$ cat src/rtl/crs_pkg.sv
// package: register-set constants, operation codes and carrier structs
package crs_pkg;
    localparam int CRS_DATA_W = 8;
    localparam int CRS_ADDR_W = 16;
    // flag bit positions inside condition_flags
    localparam int CRS_FLAG_C = 0;
    localparam int CRS_FLAG_Z = 1;
    localparam int CRS_FLAG_N = 2;
    localparam int CRS_FLAG_I = 3;
    localparam int CRS_FLAG_H = 4;
    // reset values; unknown flag bits are defined as one here
    localparam logic [7:0] CRS_FLAGS_RST = 8'hE8;
    localparam logic [7:0] CRS_FLAGS_FIXED = 8'hE0;
    localparam logic [7:0] CRS_ACC_RST = 8'h00;
    localparam logic [7:0] CRS_IDX_RST = 8'h00;
    localparam logic [15:0] CRS_PC_RST = 16'h0000;
    localparam int CRS_NUM_IRQ = 8;

    typedef enum logic [3:0] {
        CRS_OP_NONE = 4'h0,
        CRS_OP_ADD = 4'h1,
        CRS_OP_ADC = 4'h2,
        CRS_OP_SUB = 4'h3,
        CRS_OP_LOGIC = 4'h4,
        CRS_OP_SHIFT = 4'h5,
        CRS_OP_BTJ = 4'h6,
        CRS_OP_SET_CARRY = 4'h7,
        CRS_OP_RESET_CARRY = 4'h8,
        CRS_OP_SET_MASK = 4'h9,
        CRS_OP_CLEAR_MASK = 4'hA,
        CRS_OP_INTERRUPT_RETURN_INSTR = 4'hB,
        CRS_OP_POP_FLAGS = 4'hC,
        CRS_OP_WRITE_FLAGS = 4'hD
    } crs_op_e;

    typedef enum logic [1:0] {
        CRS_DST_NONE = 2'h0,
        CRS_DST_ACC = 2'h1,
        CRS_DST_IDX = 2'h2
    } crs_dst_e;

    // one executed instruction as presented by the sequencer
    typedef struct packed {
        logic valid;
        crs_op_e op;
        crs_dst_e dst;
        logic idx_second;
        logic [7:0] operand;
        logic [7:0] result;
        logic carry_out;
        logic [7:0] data;
    } crs_exec_s;

    typedef struct packed {
        logic [7:0] acc;
        logic [7:0] idx_first;
        logic [7:0] idx_second;
        logic [7:0] program_counter_low;
        logic [7:0] program_counter_high;
        logic [7:0] condition_flags;
    } crs_regs_s;
endpackage

$ cat src/rtl/crs_core_regs.sv
// programmer-visible register set of the 8-bit core
module crs_core_regs
    import crs_pkg::*;
#(
    parameter int NUM_IRQ = CRS_NUM_IRQ
) (
    input wire logic clk_sys,
    input wire logic rstn,
    input crs_exec_s exec,
    input wire logic pc_load,
    input wire logic [15:0] pc_value,
    input wire logic pc_step,
    input wire logic irq_enter,
    input wire logic [15:0] irq_vector,
    input wire logic trap,
    input wire logic [NUM_IRQ-1:0] irq_req,
    output crs_regs_s regs,
    output logic [15:0] program_counter,
    output logic [7:0] push_data,
    output logic push_valid,
    output logic irq_take,
    output logic [$clog2(NUM_IRQ)-1:0] irq_id,
    output logic [NUM_IRQ-1:0] irq_pending,
    output logic flag_test
);
    // ------------------------------------------------------------
    // reset synchroniser
    // ------------------------------------------------------------
    logic [1:0] rst_sync;
    logic rst_n;

    always_ff @(posedge clk_sys or negedge rstn) begin
        if (!rstn) begin
            rst_sync <= 2'b00;
        end else begin
            rst_sync <= {rst_sync[0], 1'b1};
        end
    end
    assign rst_n = rst_sync[1];

    // ------------------------------------------------------------
    // state
    // ------------------------------------------------------------
    typedef struct packed {
        crs_regs_s r;
        logic [2:0] push_cnt;
        logic push_act;
        logic [7:0] push_byte;
        // the vector overwrites the counter at entry, so its high byte is kept here
        logic [7:0] pc_high_save;
    } crs_state_s;

    crs_state_s st_reg;
    crs_state_s st_next;
    logic [7:0] flags;
    logic [15:0] pc_cur;
    logic [15:0] pc_new;
    logic mask_now;
    logic ack;

    assign flags = st_reg.r.condition_flags;
    assign pc_cur = {st_reg.r.program_counter_high, st_reg.r.program_counter_low};
    assign mask_now = flags[CRS_FLAG_I];
    // an entry refused during a push must not consume a pending request
    assign ack = irq_enter && !trap && !st_reg.push_act;

    crs_pending #(
        .NUM_IRQ(NUM_IRQ)
    ) u_pending (
        .clk_sys(clk_sys),
        .rst_n(rst_n),
        .irq_req(irq_req),
        .irq_ack(ack),
        .mask(mask_now),
        .irq_take(irq_take),
        .irq_id(irq_id),
        .pending(irq_pending)
    );

    // ------------------------------------------------------------
    // next-state logic
    // ------------------------------------------------------------
    always_comb begin
        st_next = st_reg;
        pc_new = pc_cur;
        if (pc_step) begin
            pc_new = pc_cur + 16'h0001;
        end
        if (pc_load) begin
            pc_new = pc_value;
        end
        if (exec.valid) begin
            // only the flags named per op are written below
            unique case (exec.op)
                CRS_OP_ADD, CRS_OP_ADC: begin
                    st_next.r.condition_flags[CRS_FLAG_H] =
                        exec.result[4] ^ exec.operand[4] ^ exec.data[4];
                    st_next.r.condition_flags[CRS_FLAG_C] = exec.carry_out;
                end
                CRS_OP_SUB: begin
                    st_next.r.condition_flags[CRS_FLAG_C] = exec.carry_out;
                end
                CRS_OP_SHIFT, CRS_OP_BTJ: begin
                    st_next.r.condition_flags[CRS_FLAG_C] = exec.carry_out;
                end
                CRS_OP_SET_CARRY: begin
                    st_next.r.condition_flags[CRS_FLAG_C] = 1'b1;
                end
                CRS_OP_RESET_CARRY: begin
                    st_next.r.condition_flags[CRS_FLAG_C] = 1'b0;
                end
                CRS_OP_SET_MASK: begin
                    st_next.r.condition_flags[CRS_FLAG_I] = 1'b1;
                end
                CRS_OP_CLEAR_MASK: begin
                    st_next.r.condition_flags[CRS_FLAG_I] = 1'b0;
                end
                CRS_OP_INTERRUPT_RETURN_INSTR: begin
                    // restores flags from the stack and ends unmasked unless an entry is taken in the same cycle
                    st_next.r.condition_flags =
                        (exec.data | CRS_FLAGS_FIXED) & ~(8'h01 << CRS_FLAG_I);
                end
                CRS_OP_POP_FLAGS, CRS_OP_WRITE_FLAGS: begin
                    st_next.r.condition_flags = exec.data | CRS_FLAGS_FIXED;
                end
                default: begin
                end
            endcase
            if (exec.op inside {CRS_OP_ADD, CRS_OP_ADC, CRS_OP_SUB, CRS_OP_LOGIC,
                                CRS_OP_SHIFT}) begin
                st_next.r.condition_flags[CRS_FLAG_N] = exec.result[7];
                st_next.r.condition_flags[CRS_FLAG_Z] = (exec.result == 8'h00);
            end
            // registers written only through this instruction path
            unique case (exec.dst)
                CRS_DST_ACC: st_next.r.acc = exec.result;
                CRS_DST_IDX: begin
                    if (exec.idx_second) begin
                        st_next.r.idx_second = exec.result;
                    end else begin
                        st_next.r.idx_first = exec.result;
                    end
                end
                default: begin
                end
            endcase
            if (exec.op == CRS_OP_INTERRUPT_RETURN_INSTR) begin
                // second index is not part of the restored context
                st_next.r.idx_second = st_reg.r.idx_second;
            end
        end
        // context save: low counter, high counter, index, accumulator, flags
        if (st_reg.push_act) begin
            unique case (st_reg.push_cnt)
                3'h0: st_next.push_byte = st_reg.pc_high_save;
                3'h1: st_next.push_byte = st_reg.r.idx_first;
                3'h2: st_next.push_byte = st_reg.r.acc;
                3'h3: st_next.push_byte = st_reg.r.condition_flags;
                default: st_next.push_byte = 8'h00;
            endcase
            st_next.push_cnt = st_reg.push_cnt + 3'h1;
            st_next.push_act = (st_reg.push_cnt != 3'h4);
        end
        if (irq_enter && !st_reg.push_act) begin
            // snapshot taken in the same cycle the vector replaces the counter; its bytes are pushed afterwards
            st_next.push_act = 1'b1;
            st_next.push_cnt = 3'h0;
            st_next.push_byte = st_reg.r.program_counter_low;
            st_next.pc_high_save = st_reg.r.program_counter_high;
            st_next.r.condition_flags[CRS_FLAG_I] = 1'b1;
            pc_new = irq_vector;
        end
        st_next.r.program_counter_low = pc_new[7:0];
        st_next.r.program_counter_high = pc_new[15:8];
    end

    always_ff @(posedge clk_sys or negedge rst_n) begin
        if (!rst_n) begin
            st_reg.r.acc <= CRS_ACC_RST;
            st_reg.r.idx_first <= CRS_IDX_RST;
            st_reg.r.idx_second <= CRS_IDX_RST;
            st_reg.r.program_counter_low <= CRS_PC_RST[7:0];
            st_reg.r.program_counter_high <= CRS_PC_RST[15:8];
            st_reg.r.condition_flags <= CRS_FLAGS_RST;
            st_reg.push_cnt <= 3'h0;
            st_reg.push_act <= 1'b0;
            st_reg.push_byte <= 8'h00;
            st_reg.pc_high_save <= 8'h00;
        end else begin
            st_reg <= st_next;
        end
    end

    // ------------------------------------------------------------
    // outputs
    // ------------------------------------------------------------
    assign regs = st_reg.r;
    assign program_counter = pc_cur;
    assign push_data = st_reg.push_byte;
    assign push_valid = st_reg.push_act;
    // bit test of any single flag, selected by the low operand bits
    assign flag_test = flags[exec.operand[2:0]];
endmodule // crs_core_regs

$ cat src/rtl/crs_pending.sv
// pending interrupt latch with priority pick
module crs_pending
    import crs_pkg::*;
#(
    parameter int NUM_IRQ = CRS_NUM_IRQ
) (
    input wire logic clk_sys,
    input wire logic rst_n,
    input wire logic [NUM_IRQ-1:0] irq_req,
    input wire logic irq_ack,
    input wire logic mask,
    output logic irq_take,
    output logic [$clog2(NUM_IRQ)-1:0] irq_id,
    output logic [NUM_IRQ-1:0] pending
);
    typedef struct packed {
        logic [NUM_IRQ-1:0] pend;
    } crs_pend_s;

    crs_pend_s st_reg;
    crs_pend_s st_next;
    logic [NUM_IRQ-1:0] ack_vec;

    // lowest index wins; a new request in the acknowledge cycle survives
    always_comb begin
        irq_id = '0;
        ack_vec = '0;
        for (int i = NUM_IRQ - 1; i >= 0; i--) begin
            if (st_reg.pend[i]) begin
                irq_id = i[$clog2(NUM_IRQ)-1:0];
            end
        end
        if (irq_ack) begin
            ack_vec[irq_id] = 1'b1;
        end
        st_next.pend = (st_reg.pend & ~ack_vec) | irq_req;
    end

    assign irq_take = |st_reg.pend && !mask;
    assign pending = st_reg.pend;

    always_ff @(posedge clk_sys or negedge rst_n) begin
        if (!rst_n) begin
            st_reg <= '0;
        end else begin
            st_reg <= st_next;
        end
    end
endmodule // crs_pending

$ cat config.mk
export PLATFORM = sky130hd
export DESIGN_NAME = crs_core_regs
export DESIGN_NICKNAME = d
export VERILOG_FILES = /design/src/rtl/crs_pkg.sv /design/src/rtl/crs_core_regs.sv /design/src/rtl/crs_pending.sv
export SDC_FILE = /design/constraint.sdc
export NUM_CORES = 1
export LEC_CHECK = 0
export BUFFER_PORTS_ARGS = -buffer_cell sky130_fd_sc_hd__buf_2
export CAP_MARGIN = 20
export CORE_ASPECT_RATIO = 0.5
export CORE_MARGIN = 2
export CORE_UTILIZATION = 43
export DETAILED_ROUTE_END_ITERATION = 12
export GPL_TIMING_DRIVEN = 0
export PLACE_DENSITY_LB_ADDON = 0.3
export SYNTH_ARGS = -nofsm -noshare
export SYNTH_HDL_FRONTEND = slang
export SYNTH_HIERARCHICAL = 1
export SYNTH_SLANG_ARGS = --single-unit
$ cat constraint.sdc
create_clock -name clk_sys -period 5 [get_ports clk_sys]
set_input_delay 0.25 -clock clk_sys [delete_from_list [all_inputs] [get_ports clk_sys]]
set_output_delay 0.25 -clock clk_sys [all_outputs]
set_load 0.005 [all_outputs]
# Yosys cells after proc, flatten, opt, wreduce, memory -nomap -nowiden
# Index checks and enable logic that the tools add are counted.
# W data, S select, Z words.
[totals] ff_bits=75 latchBits=0 ramBits=0 mem_bits_ro=0 in_bits=79 output_inout_bits=86 word_cells=103 n_memories=0
[op_classes] addsub=2 n_mul=0 div=0 magnitude_cmp=3 eq_ne=19 n_shift=0 muxes=26 bitwise=7 n_reduce_logical=31
[ops] cell="$mux W16" n=3
[ops] cell="$pmux W8 S4" n=1
[ops] cell="$eq A4 B4 Y1 const B" n=6
[ops] cell="$mux W3" n=8
[ops] cell="$mux W20" n=1
[ops] cell="$add A16 B1 Y16 const B" n=1
[ops] cell="$eq A4 B3 Y1 const B" n=4
[ops] cell="$mux W12" n=1
[ops] cell="$reduce_and A2 Y1" n=5
[ops] cell="$and A8 B8 Y8" n=1
[ops] cell="$eq A4 B2 Y1 const B" n=2
[ops] cell="$logic_not A8 Y1" n=1
[ops] cell="$lt A3 B4 Y1 const B" n=2
[ops] cell="$mux W8" n=1
[ops] cell="$not A8 Y8" n=1
[ops] cell="$or A8 B8 Y8" n=1
[ops] cell="$reduce_bool A2 Y1" n=4
[ops] cell="$reduce_bool A4 Y1" n=2
[ops] cell="$reduce_or A8 Y1" n=1
[ops] cell="$eq A3 B2 Y1 const B" n=2
[ops] cell="$reduce_or A2 Y1" n=3
[ops] cell="$logic_and A1 B1 Y1" n=5
[ops] cell="$reduce_bool A5 Y1" n=1
[ops] cell="$reduce_or A5 Y1" n=1
[ops] cell="other kinds (23)" n=30

# Longest topological paths before layout
[logic_depth] word_depth=16 depth_mapped=8 depth_no_buf=5

# Hierarchy
# Netlist, hierarchy kept.
[modules_own_cells] module="crs_core_regs" n_inst=1 cells_per_inst=449 area_per_inst_um2=4215.3 seq_area_each_um2=1677.9
[modules_own_cells] module="crs_pending" n_inst=1 cells_per_inst=42 area_per_inst_um2=412.9 seq_area_each_um2=200.2

# Worst setup path after synthesis
# No wires, ideal clock.
[synth_timing] path_kind="register to register" startpoint="register st_reg, in the netlist push_valid" endpoint="register u_pending.st_reg, in the netlist u_pending/pending[6]" setup_time_ps=121 t_arrival_ps=1863 required_time_ps=4879 slack_ps=3016 path_stages_with_launch=9 n_path_buf=3 synth_period_minus_slack_ps=1984 cell_sequence="dfrtp_1 buf_2 nand2b_1 buf_2 buf_1 nor2_1 nand3_4 or3_1 o22a_1"
[synth_rtl] element="start: declaration" line_no="crs_core_regs.sv:53" text="crs_state_s st_reg;"
[synth_rtl] element="start signal: assignment" line_no="crs_core_regs.sv:190" text="st_reg <= st_next;"
[synth_rtl] element="end signal: assignment" line_no="crs_pending.sv:46" text="st_reg <= st_next;"
[synth_rtl] element="end: declaration" line_no="crs_pending.sv:20" text="crs_pend_s st_reg;"

==> impl_metrics.toml <==
[final_layout]
nets = 742
synthToLayoutAreaGrowth_pct = 27.1
insertedDiodeCount = 0
layout_commonest_cell = "buf_2"
final_cell_mix = "buf_2, buf_4, dfrtp_1"
drive_gt1_share_pct = 41.4
design_area_mm2 = 0.00588
largest_reg_flops = 24
final_cells = 800

[cts]
cts_tree = "done"
clock_path_buffers = 2
clock_sinks = 75
worstSkewPairLatency_ps = 330
cts_buffers = 9
root_buffer = "clkbuf_16"
path_clk_slew_ps = 60
htreeDepth = 3

[global_routing]
grt_max_degree = 40
grt_antenna_before_repair = 0
grt.total_usage_pct = 22.0
gr-total-overflow = 0
grt_pass1_wl_mm = 20.0
grt_pass1_vias = 3904

[synthesis]
postSynthAreaPerCell_um2 = 9.43
synth_cells = 491
synth_top_cell_by_area = "dfrtp_1"
ys_async_sr_fraction_pct = 100
yosysWarnings = 6
synth_ff_type = "dfrtp_1"
synth_edf_count = 0
ys_seq_area_share_pct = 40.6
ys_types = 67
netlist.area_leader.share_pct = 40.0
synthesis.area_mm2 = 0.00463
netlist_top_cells_area = "dfrtp_1, buf_4, mux2_1, a21oi_1, nand2_1"
ys_ff_latch = 75

[routing]
first_pass_iters = 5
wl_mm = 12.3
remaining_drc_errors = 0
drtIter0Drc = 160
final_antenna_net_count = 0
wire_per_inst_um = 15.4
drt-vias-per-instance = 5.14
num_vias = 4112

[power]
p_per_area_mw_per_mm2 = 451
p_leak_nw = 2.81
peakVddDrop_v = 0.000178

[sta]
fin_skew_ps = 6.11
slew_viol_final = 0
fin_crit_sh_pct = 48.3
finalWorstSetupSlack_ps = 2590
tns_ps = 0
rsz0062_at_grt = "no"
clock.fmax_mhz = 414
worst_pin_slew_ps = 688
relSlewSlack_pct = 53.9
min_period_ps = 2410
hold_viol_final = 0
setup_viol = 0

[place]
dp_slack_ps = 2610
placed_area_mm2 = 0.00559
dp.cells = 785
dp_hpwl_mm = 9.32
buffer_ports.inserted = 150
gp_congestion = 0.861

[setup_path]
cp.required_ps = 5220
timing.rr.end = "u_pending/pending[6]$_DFF_PN0_"
cp.arrival_ps = 2630
critPathKind = "reg2reg"
reg2regPathDepth = 8
worstSetupEndpointType = "flip-flop"
startpoint_type = "flip-flop"
rrSetupSlack_ps = 2590
rr_startpoint = "push_valid$_DFF_PN0_"
path_max_fanout = 10

[worst_hold_path]
min-delay-start = "irq_req[2]"
min_path_cells = 2
hold_class = "in2reg"
min_to = "u_pending/pending[2]$_DFF_PN0_"

[die]
die_y_um = 77.4
start_util_pct = 44.7
rows = 26
ios = 165
coreArea_mm2 = 0.0103
die_w_um = 151
dieArea_mm2 = 0.0117

[job]
drv_cap = 0

[outcome]
status = "finished, final reports clean"
-- metrics by stage --
stage / power [W] / hold WS (ps) / util [%]
after floorplan: 0.00164 / -45.6 / -
after global placement: 0.00200 / 34.8 / 53.8
after detailed placement: 0.00204 / 37.3 / 54.0
after CTS: 0.00268 / 86.4 / 56.9
after global routing: 0.00286 / 89.8 / 56.9
final: 0.00266 / 98.6 / 56.9
-- worst max-delay path by stage --
stage,cells past startpoint,to,startpoint
6_report,8,u_pending/pending[6]$_DFF_PN0_,push_valid$_DFF_PN0_
3_5_place_dp,8,u_pending/pending[6]$_DFF_PN0_,push_valid$_DFF_PN0_
5_1_grt,8,u_pending/pending[6]$_DFF_PN0_,push_valid$_DFF_PN0_
2_1_floorplan,0,flags[0]$_DFFE_PN0P_,rst_sync[1]$_DFF_PN0_
4_1_cts,8,u_pending/pending[6]$_DFF_PN0_,push_valid$_DFF_PN0_
3_3_place_gp,0,u_pending/pending[7]$_DFF_PN0_,rst_sync[1]$_DFF_PN0_
-- cells in the mapped netlist, types with 4 or more instances --
master    number
o21ai_0       10
nand2_1       39
nand2b_1       4
or3_1          6
nor3_1         9
o211ai_1       4
xor2_1         4
mux2i_1        5
o22a_1         6
ha_1           6
dfrtp_1       74
mux2_1        16
a21oi_1       31
xnor2_1       10
inv_1         16
a22oi_1       11
a211oi_1       6
nor2_1        26
nand3_1        8
mux2_2         9
and3_1         5
a31oi_1        5
clkbuf_1      12
buf_2         10
o22ai_1        5
o21ai_1       17
buf_4         73
-- critical path: stages, from the launching register on --
cell	delay [ps]
dfrtp_1	380
buf_2	170
nand2b_1	240
buf_2	220
buf_1	310
nor2_1	350
nand3_4	130
or3_1	320
o22a_1	160
-- per-layer routing --
layer  track usage (%)  up-vias  share of wire (%)
li1                  -     1991                  -
met1              30.6     1965                 46
met2              34.5      147                 45
met3              6.24        9                8.2
met4              4.58        0               0.98
met5                 0        -                  0
-- cells by family (layout without fill, tap and decap cells) --
logic type,after synthesis,count (layout),synth area share [%]
fa+ha+maj,6,6,1.62
compound gates,118,118,16.5
xor+xnor,14,14,2.65
simple gates,129,129,14.9
other cells,1,4,0.0810
mux,32,32,7.98
buf+inv,116,282,15.6
flops,75,75,40.6
-- final cells by class --
cell class              count  area (um2)
plain buffers              99         659
inverters                  17        63.8
multi-input cells         303        2040
well taps                 140         175
clock buffers              11         243
repair buffers            152         781
clock inverters             3        40.0
flip-flops and latches     75        1880
fillers                   986        4460
-- what timing repair did --
| item | in CTS | in global routing |
|---|---|---|
| gates resized for setup | 0 | 0 |
| endpoints found under the setup margin | 0 | 0 |
| endpoints found under the hold margin | 2 | 0 |
| hold buffers | 1 | 0 |
| buffers inserted | 0 | 0 |
-- power breakdown --
group | leakage, nW | internal [W] | switching, W
sequential | 0.872 | 0.000780 | 0.000186
clock | 0.141 | 0.000393 | 0.000236
combinational | 1.79 | 0.000579 | 0.000481
(Power assumes the default switching activity.)
